## src/tsc_defines.svh

```systemverilog
// Constants for the treatment state controller.
`ifndef TSC_DEFINES_SVH
`define TSC_DEFINES_SVH
`define TSC_KEY_OFF 2'h0
`define TSC_KEY_PREP 2'h1
`define TSC_KEY_TREAT 2'h2
`define TSC_OP_RUNNING 2'h1
`define TSC_OP_ERROR 2'h2
`define TSC_FN_OFF 5'h01
`define TSC_FN_STANDBY 5'h02
`define TSC_FN_PREP 5'h04
`define TSC_FN_READY 5'h08
`define TSC_FN_BEAM_ON 5'h10
`define TSC_CNT_W 32
`define TSC_CNT_RST 32'h0
`endif

```

## src/tsc_pkg.sv

```systemverilog
// Types for the treatment state controller.
package tsc_pkg;
  typedef enum logic [1:0] {
    TSC_OP_RUN = 2'h1,
    TSC_OP_ERR = 2'h2
  } tsc_op_state_t;
  typedef enum logic [4:0] {
    TSC_FN_OFF = 5'h01,
    TSC_FN_STBY = 5'h02,
    TSC_FN_PREP = 5'h04,
    TSC_FN_RDY = 5'h08,
    TSC_FN_BEAM = 5'h10
  } tsc_fn_state_t;
endpackage : tsc_pkg

```

## src/tsc_sync.sv

```systemverilog
// Two flip-flop synchroniser for one pin input.
`timescale 1ns/1ps
module tsc_sync (
  // Clock and reset
  input wire logic sys_clk_i,
  input wire logic rstn_i,
  // Data
  input wire logic d_i,
  output logic q_o
);
  logic meta_r;
  always_ff @(posedge sys_clk_i or negedge rstn_i)
  begin
    if (!rstn_i)
    begin
      meta_r <= 1'b0;
      q_o <= 1'b0;
    end
    else
    begin
      meta_r <= d_i;
      q_o <= meta_r;
    end
  end
endmodule : tsc_sync

```

## src/tsc_fault.sv

```systemverilog
// Fault combiner that decides whether the operational machine must enter Error.
`timescale 1ns/1ps
`include "tsc_defines.svh"
module tsc_fault (
  // Clock and reset
  input wire logic sys_clk_i,
  input wire logic rstn_i,
  // Conditions
  input wire logic beam_on_i,
  input wire logic [`TSC_CNT_W-1:0] dose_count_i,
  input wire logic [`TSC_CNT_W-1:0] dose_max_i,
  input wire logic max_valid_i,
  input wire logic estop_i,
  input wire logic wdog_i,
  input wire logic pcnt_fail_i,
  input wire logic cable_disc_i,
  input wire logic coax_variant_i,
  input wire logic fiber_err_i,
  input wire logic hb_en_i,
  input wire logic hb_ok_i,
  input wire logic spot_en_i,
  input wire logic spot_err_i,
  // Result
  output logic fault_o
);
  logic fault_nxt;
  always_comb
  begin
    fault_nxt = 1'b0;
    if (dose_count_i > dose_max_i)
      fault_nxt = 1'b1;
    if (estop_i || wdog_i)
      fault_nxt = 1'b1;
    if (beam_on_i && (pcnt_fail_i || !max_valid_i || fiber_err_i))
      fault_nxt = 1'b1;
    if (beam_on_i && coax_variant_i && cable_disc_i)
      fault_nxt = 1'b1;
    if (beam_on_i && hb_en_i && !hb_ok_i)
      fault_nxt = 1'b1;
    if (spot_en_i && spot_err_i)
      fault_nxt = 1'b1;
  end
  always_ff @(posedge sys_clk_i or negedge rstn_i)
  begin
    if (!rstn_i)
      fault_o <= 1'b0;
    else
      fault_o <= fault_nxt;
  end
endmodule : tsc_fault

```

## src/tsc_ctrl.sv

```systemverilog
// Top of the treatment state controller with both state machines.
//
// Behaviour
// - Two independent machines, operational and functional, govern treatment.
// - Both current states are reported to the host and display.
// - Operational machine stays Running only while no fault exists.
// - Error when dose count exceeds configured maximum, any state.
// - Error when emergency stop is latched.
// - Error when processor watchdog times out.
// - In Beam On, pulse counter failure forces Error.
// - In Beam On, invalid maximum threshold forces Error.
// - In Beam On, coaxial variant cable disconnect forces Error.
// - In Beam On, fiber link error forces Error.
// - With checking enabled, missing host heartbeat in Beam On forces Error.
// - With spot option active, spot sequence error forces Error.
// - Functional machine is Off whenever keyswitch is off.
// - Prepare position without authorization gives Standby.
// - Prepare position with authorization gives Preparatory.
// - Treat position with all permissions and no start gives Ready.
// - Treat, start latched, pause clear, permissions held gives Beam On.
// - Overflow relay closed normally, opened when gated counts exceed setting.
// - Pause relay open normally, closed after pause press in Beam On and during Beam On reached via Preparatory.
`timescale 1ns/1ps
`include "tsc_defines.svh"
module tsc_ctrl (
  // Clock and reset
  input wire logic sys_clk_i,
  input wire logic rstn_i,
  // Panel pins
  input wire logic [1:0] keysw_i,
  input wire logic start_btn_i,
  input wire logic pause_btn_i,
  input wire logic estop_i,
  input wire logic cable_disc_i,
  // Host permissions
  input wire logic hb_ok_i,
  input wire logic permit_grant_i,
  input wire logic auth_i,
  input wire logic load_i,
  input wire logic [`TSC_CNT_W-1:0] load_max_i,
  input wire logic [`TSC_CNT_W-1:0] load_sess_i,
  // Configuration and fault sources
  input wire logic [`TSC_CNT_W-1:0] overflow_set_i,
  input wire logic [`TSC_CNT_W-1:0] gated_count_i,
  input wire logic [`TSC_CNT_W-1:0] dose_count_i,
  input wire logic max_valid_i,
  input wire logic wdog_i,
  input wire logic pcnt_fail_i,
  input wire logic coax_variant_i,
  input wire logic fiber_err_i,
  input wire logic hb_en_i,
  input wire logic spot_en_i,
  input wire logic spot_err_i,
  input wire logic err_clear_i,
  // State report
  output logic [1:0] op_state_o,
  output logic [4:0] fn_state_o,
  output logic permit_o,
  output logic loaded_o,
  output logic [`TSC_CNT_W-1:0] max_count_o,
  output logic [`TSC_CNT_W-1:0] session_id_o,
  // Relays
  output logic overflow_relay_closed_o,
  output logic pause_relay_closed_o
);

  ////////////////////////////////////////////////////////////////////////////
  logic [1:0] key_m_r;
  logic [1:0] key_r;
  logic start_s;
  logic pause_s;
  logic estop_s;
  logic cable_s;
  logic fault;
  logic start_lat_r;
  logic pause_lat_r;
  logic from_prep_r;
  logic perms;
  tsc_pkg::tsc_op_state_t op_r;
  tsc_pkg::tsc_fn_state_t fn_r;
  tsc_pkg::tsc_fn_state_t fn_nxt;

  always_ff @(posedge sys_clk_i or negedge rstn_i)
  begin
    if (!rstn_i)
    begin
      key_m_r <= `TSC_KEY_OFF;
      key_r <= `TSC_KEY_OFF;
    end
    else
    begin
      key_m_r <= keysw_i;
      key_r <= key_m_r;
    end
  end

  tsc_sync u_sync_start (.sys_clk_i(sys_clk_i), .rstn_i(rstn_i), .d_i(start_btn_i),
    .q_o(start_s));
  tsc_sync u_sync_pause (.sys_clk_i(sys_clk_i), .rstn_i(rstn_i), .d_i(pause_btn_i),
    .q_o(pause_s));
  tsc_sync u_sync_estop (.sys_clk_i(sys_clk_i), .rstn_i(rstn_i), .d_i(estop_i),
    .q_o(estop_s));
  tsc_sync u_sync_cable (.sys_clk_i(sys_clk_i), .rstn_i(rstn_i), .d_i(cable_disc_i),
    .q_o(cable_s));

  ////////////////////////////////////////////////////////////////////////////
  tsc_fault u_fault (
    .sys_clk_i(sys_clk_i),
    .rstn_i(rstn_i),
    .beam_on_i(fn_r == tsc_pkg::TSC_FN_BEAM),
    .dose_count_i(dose_count_i),
    .dose_max_i(max_count_o),
    .max_valid_i(max_valid_i),
    .estop_i(estop_s),
    .wdog_i(wdog_i),
    .pcnt_fail_i(pcnt_fail_i),
    .cable_disc_i(cable_s),
    .coax_variant_i(coax_variant_i),
    .fiber_err_i(fiber_err_i),
    .hb_en_i(hb_en_i),
    .hb_ok_i(hb_ok_i),
    .spot_en_i(spot_en_i),
    .spot_err_i(spot_err_i),
    .fault_o(fault)
  );

  always_ff @(posedge sys_clk_i or negedge rstn_i)
  begin
    if (!rstn_i)
      op_r <= tsc_pkg::TSC_OP_RUN;
    else
      case (op_r)
        tsc_pkg::TSC_OP_RUN:
          if (fault)
            op_r <= tsc_pkg::TSC_OP_ERR;
        tsc_pkg::TSC_OP_ERR:
          if (!fault && err_clear_i)
            op_r <= tsc_pkg::TSC_OP_RUN;
        default:
          op_r <= tsc_pkg::TSC_OP_ERR;
      endcase
  end

  ////////////////////////////////////////////////////////////////////////////
  // Permit and loads.
  always_ff @(posedge sys_clk_i or negedge rstn_i)
  begin
    if (!rstn_i)
    begin
      permit_o <= 1'b0;
      loaded_o <= 1'b0;
      max_count_o <= `TSC_CNT_RST;
      session_id_o <= `TSC_CNT_RST;
    end
    else if (op_r == tsc_pkg::TSC_OP_ERR || fault)
    begin
      permit_o <= 1'b0;
      loaded_o <= 1'b0;
      max_count_o <= `TSC_CNT_RST;
      session_id_o <= `TSC_CNT_RST;
    end
    else
    begin
      permit_o <= permit_grant_i;
      if (load_i)
      begin
        loaded_o <= 1'b1;
        max_count_o <= load_max_i;
        session_id_o <= load_sess_i;
      end
    end
  end

  always_ff @(posedge sys_clk_i or negedge rstn_i)
  begin
    if (!rstn_i)
    begin
      start_lat_r <= 1'b0;
      pause_lat_r <= 1'b0;
    end
    else if (key_r != `TSC_KEY_TREAT || op_r == tsc_pkg::TSC_OP_ERR)
    begin
      start_lat_r <= 1'b0;
      pause_lat_r <= 1'b0;
    end
    else
    begin
      if (start_s && fn_r == tsc_pkg::TSC_FN_RDY)
        start_lat_r <= 1'b1;
      if (pause_s && fn_r == tsc_pkg::TSC_FN_BEAM)
        pause_lat_r <= 1'b1;
      else if (start_s)
        pause_lat_r <= 1'b0;
    end
  end

  ////////////////////////////////////////////////////////////////////////////
  assign perms = hb_ok_i && permit_o && auth_i && loaded_o;

  always_comb
  begin
    fn_nxt = tsc_pkg::TSC_FN_OFF;
    case (key_r)
      `TSC_KEY_OFF:
        fn_nxt = tsc_pkg::TSC_FN_OFF;
      `TSC_KEY_PREP:
        fn_nxt = auth_i ? tsc_pkg::TSC_FN_PREP : tsc_pkg::TSC_FN_STBY;
      `TSC_KEY_TREAT:
        if (!perms)
          fn_nxt = auth_i ? tsc_pkg::TSC_FN_PREP : tsc_pkg::TSC_FN_STBY;
        else if (start_lat_r && !pause_lat_r)
          fn_nxt = tsc_pkg::TSC_FN_BEAM;
        else
          fn_nxt = tsc_pkg::TSC_FN_RDY;
      default:
        fn_nxt = tsc_pkg::TSC_FN_OFF;
    endcase
  end

  always_ff @(posedge sys_clk_i or negedge rstn_i)
  begin
    if (!rstn_i)
      fn_r <= tsc_pkg::TSC_FN_OFF;
    else
      fn_r <= fn_nxt;
  end

  always_ff @(posedge sys_clk_i or negedge rstn_i)
  begin
    if (!rstn_i)
      from_prep_r <= 1'b0;
    else if (fn_r == tsc_pkg::TSC_FN_PREP)
      from_prep_r <= 1'b1;
    else if (fn_r == tsc_pkg::TSC_FN_BEAM && fn_nxt != tsc_pkg::TSC_FN_BEAM)
      from_prep_r <= 1'b0;
  end

  ////////////////////////////////////////////////////////////////////////////
  // State report.
  always_ff @(posedge sys_clk_i or negedge rstn_i)
  begin
    if (!rstn_i)
    begin
      op_state_o <= `TSC_OP_RUNNING;
      fn_state_o <= `TSC_FN_OFF;
    end
    else
    begin
      op_state_o <= op_r;
      fn_state_o <= fn_r;
    end
  end

  always_ff @(posedge sys_clk_i or negedge rstn_i)
  begin
    if (!rstn_i)
    begin
      overflow_relay_closed_o <= 1'b0;
      pause_relay_closed_o <= 1'b0;
    end
    else if (op_r == tsc_pkg::TSC_OP_ERR || fault)
    begin
      overflow_relay_closed_o <= 1'b0;
      pause_relay_closed_o <= 1'b0;
    end
    else
    begin
      overflow_relay_closed_o <= !(gated_count_i > overflow_set_i);
      if (fn_r == tsc_pkg::TSC_FN_BEAM)
        pause_relay_closed_o <= from_prep_r;
      else
        pause_relay_closed_o <= pause_lat_r && fn_r == tsc_pkg::TSC_FN_RDY && start_lat_r;
    end
  end
endmodule : tsc_ctrl

```

## config.mk

```make
export PLATFORM = sky130hd
export DESIGN_NAME = tsc_ctrl
export DESIGN_NICKNAME = d
export VERILOG_FILES = /design/src/tsc_pkg.sv /design/src/tsc_sync.sv /design/src/tsc_fault.sv /design/src/tsc_ctrl.sv
export VERILOG_INCLUDE_DIRS = /design/src
export SDC_FILE = /design/constraint.sdc
export NUM_CORES = 1
export LEC_CHECK = 0
export BUFFER_PORTS_ARGS = -buffer_cell sky130_fd_sc_hd__buf_2
export CAP_MARGIN = 20
export CORE_ASPECT_RATIO = 0.5
export CORE_MARGIN = 8
export CORE_UTILIZATION = 47
export CTS_CLUSTER_DIAMETER = 150
export DETAILED_ROUTE_END_ITERATION = 7
export PLACE_DENSITY = 0.78
export SLEW_MARGIN = 0
export SYNTH_ARGS = -nofsm -noshare
export SYNTH_HDL_FRONTEND = slang
export SYNTH_SLANG_ARGS = --single-unit
```

## constraint.sdc

```tcl
create_clock -name sys_clk_i -period 2.4 [get_ports sys_clk_i]
set_input_delay 0 -clock sys_clk_i [delete_from_list [all_inputs] [get_ports sys_clk_i]]
set_output_delay 0 -clock sys_clk_i [all_outputs]
set_load 0.01 [all_outputs]
```

==> results of run 1 <==
==> path summary, 6_finish.rpt <==
check	endpoint	slack [ps]	cells past startpoint
min in group asynchronous	max_count_o[25]	230	2
max reg2reg	u_fault.fault_o	290	7
max	u_fault.fault_o	290	7
min reg2reg	u_sync_cable.q_o	350	0
min	fn_r[2]	50	4
max in group asynchronous	fn_r[0]	1430	3
==> through the flow <==
stage	std cells	cell area, sq um	total power (uW)	hold slack [ps]
after floorplan	516	5270	1950	-296
after global placement	906	6730	2190	42.0
after detailed placement	906	6730	2200	45.7
after CTS	997	7830	3950	13.1
after global routing	998	7830	4090	56.9
final	998	7830	3920	50.6
==> cell type report <==
class,instances,area share (%)
multi-input cells,333,31.8
flip-flops and latches,98,31.4
repair buffers,335,26.7
inverters,70,3.36
clock buffers,12,3.15
well taps,145,2.32
clock inverters,4,1.26
diodes,1,0.0320
==> timing repair <==
item | in CTS | in global routing
endpoints found under the hold margin | 118 | 0
gates resized for setup | 0 | 0
hold buffers | 75 | 0
==> worst max-delay path, delay by kind of cell (launching register included) <==
| kind | cells | cell delay [ps] |
|---|---|---|
| and+or+nand+nor | 3 | 890 |
| adders and majority gates | 1 | 310 |
| DFF | 1 | 390 |
| AOI/OAI and AO/OA | 2 | 380 |
| buffers and inverters | 1 | 60 |
==> cells in the mapped netlist <==
cell type	n	area (sq um)
o21ai_1	1	5.00
and2_0	1	6.26
or3_1	1	6.26
o41ai_1	1	8.76
buf_2	8	40.0
a221o_1	3	30.0
nand4_1	11	68.8
o21a_1	2	15.0
mux2i_1	64	641
or2_2	1	6.26
or4_1	1	7.51
o211ai_1	1	7.51
a21o_1	10	75.1
nor3b_1	1	7.51
dfrtp_1	94	2350
inv_1	70	263
o2111ai_1	2	17.5
ha_1	66	826
nor3_1	4	20.0
nand2b_1	4	25.0
nor3_2	1	10.0
nor2_1	79	297
clkbuf_1	5	18.8
a32oi_1	1	8.76
and4_1	1	8.76
o21ai_0	7	35.0
nand2_1	19	71.3
nand3_1	7	35.0
a211o_1	1	8.76
and2_1	1	6.26
a211oi_1	3	22.5
o21bai_1	1	7.51
buf_1	2	7.51
nor2b_1	4	25.0
dfstp_2	4	105
nor4_1	2	12.5
a21oi_1	30	150
or2_1	1	6.26
a311oi_1	1	8.76
==> where the power goes <==
part	total (uW)	leakage [uW]	switching, uW	internal [uW]
clock network	1640	0.000167	592	1050
logic	594	0.00282	264	330
registers	1680	0.00131	9.44	1670
==> registers in the layout, summed over array words and instances, names as in the netlist, 2 cells and up <==
signal,flops
max_count_o,32
op_state_o,2
key_m_r,2
op_r,2
fn_r,5
session_id_o,32
fn_state_o,5
key_r,2
==> logic make-up after synthesis <==
group                      share of synthesized area [%]
and+or+nand+nor                                     11.7
DFF                                                 46.6
buffers and inverters                               6.24
adders and majority gates                           15.7
AOI/OAI and AO/OA                                   7.59
muxes                                               12.1
==> routing by layer <==
| layer | wire (um) | up-vias |
|---|---|---|
| met5 | 0 | - |
| li1 | - | 2406 |
| met1 | 6410 | 2251 |
| met4 | 747 | 0 |
| met2 | 8440 | 191 |
| met3 | 1020 | 56 |
==> results_dict.tcl, run 1 <==
set metrics [dict create \
    status "finished clean" \
    rsz0062_at_grt "no" \
    power_density_mw_per_mm2 501 \
    cts_setup_buffers 0 \
    worstReg2RegStart "max_count_o[30]" \
    core-area_sq_mm 0.0110 \
    final_core_util_pct 71.3 \
    yosysSeqAreaShare_pct 46.6 \
    cpMaxStageDelayCell "nor4_1" \
    tns_ps 0 \
    use_met2_pct 40.1 \
    clock-sinks 98 \
    slew_viol_final 0 \
    clkSlewWorstSetupHoldPaths_ps 70 \
    maxCapViolCount 0 \
    startpoint_type "register" \
    multi_input_area_sq_mm 0.00249 \
    synthesis.area_sq_mm 0.00527 \
    ioPinCount 256 \
    via_per_inst 4.91 \
    grt_max_degree 57 \
    synth.distinct_cells 39 \
    cp.required_ps 2650 \
    drtIter0Drc 177 \
    slowest_delay_ps 510 \
    fillers 762 \
    clockBufferDepth 2 \
    initial_core_util_pct 48.0 \
    syn_area_per_cell_sq_um 10.2 \
    seq_area_sq_mm 0.00246 \
    chipHeight_um 90.9 \
    fin_nets 1094 \
    grt_use_total_pct 21.7 \
    routabilityCongestion 0.857 \
    routed_wl_um 16600 \
    met1_usage_pct 22.0 \
    cp_cell_sequence "inv_1 -> ha_1 -> nand4_1 -> nor4_1 -> nand4_1 -> o21a_1 -> o21ai_0" \
    relSlewSlack_pct 60.1 \
    postLayoutSetupSlackWorst_ps 288 \
    cts_tree "yes" \
    drt-wirelength-per-cell_um 16.6 \
    drcViolationCount 0 \
    crit_arrival_ps 2360 \
    fmax_mhz 474 \
    busiest_layer "met2" \
    vias 4904 \
    mostFrequentLayoutCells "buf_2, dfrtp_1, nor2_1" \
    worst_pin_slew_ps 599 \
    setup_viol 0 \
    numCtsBuffers 9 \
    crit_start "max_count_o[30]" \
    dp_hpwl_um 12200 \
    hp-start "hb_ok_i" \
    die_w_um 166 \
    fin_crit_ps 2110 \
    synth_fp_nets 763 \
    grt_pass1_wl_um 26600 \
    p_leak_uw 0.00429 \
    crit_path_end_kind "register" \
    dieArea_sq_mm 0.0151 \
    hold_viol 0 \
    period_share_pct 88.0 \
    final_common_cell "buf_2" \
    io_buffers 255 \
    cts_root_buf "clkbuf_16" \
    hold_class "in2reg" \
    peakVddDrop_v 0.000400 \
    place_ws_ps 343 \
    grt_pass1_vias 5460 \
    antenna_found_initial 1 \
    ys_seq_elements 98 \
    critPathMostFrequentCell "nand4_1" \
    synth_warnings 0 \
    grt_overflow 0 \
    drt_pass1_iterations 4 \
    met3_usage_pct 6.80 \
    drive_gt1_share_pct 33.0 \
    critPathMaxFanout 3 \
    ant_nets 0 \
    std_cell_rows 27 \
    finClkSkew_ps 5.39 \
    crit_type "reg2reg" \
    insertion_delay_ps 340 \
    h-tree-depth 3 \
    syn_to_final_growth_pct 48.5 \
    synthCells 516 \
]
Note: power is estimated with default switching activity, not from simulation.
==> run 2: changes to the inputs <==
--- a/config.mk
+++ b/config.mk
@@ -14,6 +14,7 @@
 export CTS_CLUSTER_DIAMETER = 150
 export DETAILED_ROUTE_END_ITERATION = 7
 export PLACE_DENSITY = 0.78
+export RECOVER_POWER = 50
 export SLEW_MARGIN = 0
 export SYNTH_ARGS = -nofsm -noshare
 export SYNTH_HDL_FRONTEND = slang
==> results_dict.tcl, run 2 (synthesis results as in run 1) <==
set metrics [dict create \
    post_cts_resized 0 \
    drtIter0Drc 221 \
    via_per_inst 4.90 \
    grt_pass1_vias 5460 \
    hold_viol 0 \
    final_common_cell "buf_2" \
    startpoint_type "register" \
    r2r-end "u_fault.fault_o" \
    chipHeight_um 90.9 \
    hold_class "in2reg" \
    grt_use_total_pct 21.7 \
    critPathMaxFanout 3 \
    worst_pin_slew_ps 1150 \
    clockBufferDepth 2 \
    finClkSkew_ps 5.28 \
    crit_type "reg2reg" \
    period_share_pct 87.3 \
    slew_viol_final 0 \
    hp-start "hb_ok_i" \
    std_cell_rows 27 \
    antenna_found_initial 1 \
    routabilityCongestion 0.857 \
    status "finished clean" \
    p_leak_uw 0.00397 \
    ant_nets 0 \
    cts_root_buf "clkbuf_16" \
    h-tree-depth 3 \
    clock-sinks 98 \
    core-area_sq_mm 0.0110 \
    worstReg2RegStart "max_count_o[30]" \
    fmax_mhz 477 \
    cp.required_ps 2600 \
    insertion_delay_ps 340 \
    reg.largest.list "max_count_o: 32 flops, session_id_o: 32 flops" \
    relSlewSlack_pct 23.2 \
    vias 4893 \
    tns_ps 0 \
    routed_wl_um 16500 \
    syn_to_final_growth_pct 46.7 \
    grt_max_degree 57 \
    ioPinCount 256 \
    grt_overflow 0 \
    dieArea_sq_mm 0.0151 \
    setup_viol 0 \
    initial_core_util_pct 48.0 \
    drive_gt1_share_pct 24.2 \
    numCtsBuffers 9 \
    crit_start "max_count_o[30]" \
    rsz0062_at_grt "no" \
    crit_path_end_kind "register" \
    min_to "fn_r[2]" \
    maxCapViolCount 0 \
    crit_arrival_ps 2300 \
    drt_pass1_iterations 4 \
    io_buffers 255 \
    fin_crit_ps 2100 \
    reg2reg_setup_slack_ps 300 \
    cts_tree "yes" \
    finalHoldWorstSlack_ps 46.6 \
    peakVddDrop_v 0.000400 \
    whs_path_depth 4 \
    drt-wirelength-per-cell_um 16.6 \
    r2r_cells 8 \
    fin_nets 1094 \
    dp_hpwl_um 12200 \
    grt_pass1_wl_um 26600 \
    clkSlewWorstSetupHoldPaths_ps 70 \
    mostFrequentLayoutCells "buf_2, dfrtp_1, nor2_1" \
    power_density_mw_per_mm2 506 \
    drcViolationCount 0 \
    die_w_um 166 \
]
-- run 2: worst max path at each step --
stage                            endpoint  slack [ps]  cells past startpoint
final                     u_fault.fault_o         300                      8
after detailed placement  u_fault.fault_o         340                      7
after CTS                 u_fault.fault_o         320                      7
after floorplan           u_fault.fault_o         600                      8
after global placement    u_fault.fault_o         420                      7
after global routing      u_fault.fault_o         140                      7
-- run 2: per-stage QoR --
step	util, %	power, uW	instance area, sq um	worst slack (ps)	std cells
CTS	71.3	3950	7830	319	997
global route	70.5	4090	7740	138	998
global placement	61.3	2190	6730	416	906
floorplan	-	1950	5270	601	516
detailed placement	61.3	2200	6730	343	906
finish	70.5	3920	7740	304	998
-- run 2: critical path, cell delays in order, from the launching register on --
cell and delay (ps):
dfrtp_1 390, inv_1 60, ha_1 300, a21oi_1 150
nand2_1 60, a221o_1 360, a211oi_1 380, o21a_1 180
o21ai_0 80
-- run 2: final cells by class --
class	count	area, sq um
Timing Repair Buffer	335	2000
Antenna cell	1	2.50
Clock inverter	4	98.8
Tap cell	145	181
Inverter	70	263
Fill cell	810	3240
Sequential cell	98	2460
Clock buffer	12	246
Multi-Input combinational cell	333	2490
-- run 2: power breakdown --
part,total (uW),internal (uW),switching [uW]
clock network,1640,1050,590
registers,1680,1670,9.61
logic,591,329,262
total,3920,3050,862
-- run 2: layer usage --
metal	up-vias	GRT usage [%]	wire (um)
met5	-	0	0
met4	0	11.0	756
li1	2406	-	-
met3	56	6.80	1050
met2	189	40.1	8380
met1	2242	22.0	6350
-- run 2: timing repair --
item / in CTS / in global routing
hold buffers: 75 / 0
buffers inserted: 0 / 0
hold endpoints to repair: 118 / 0
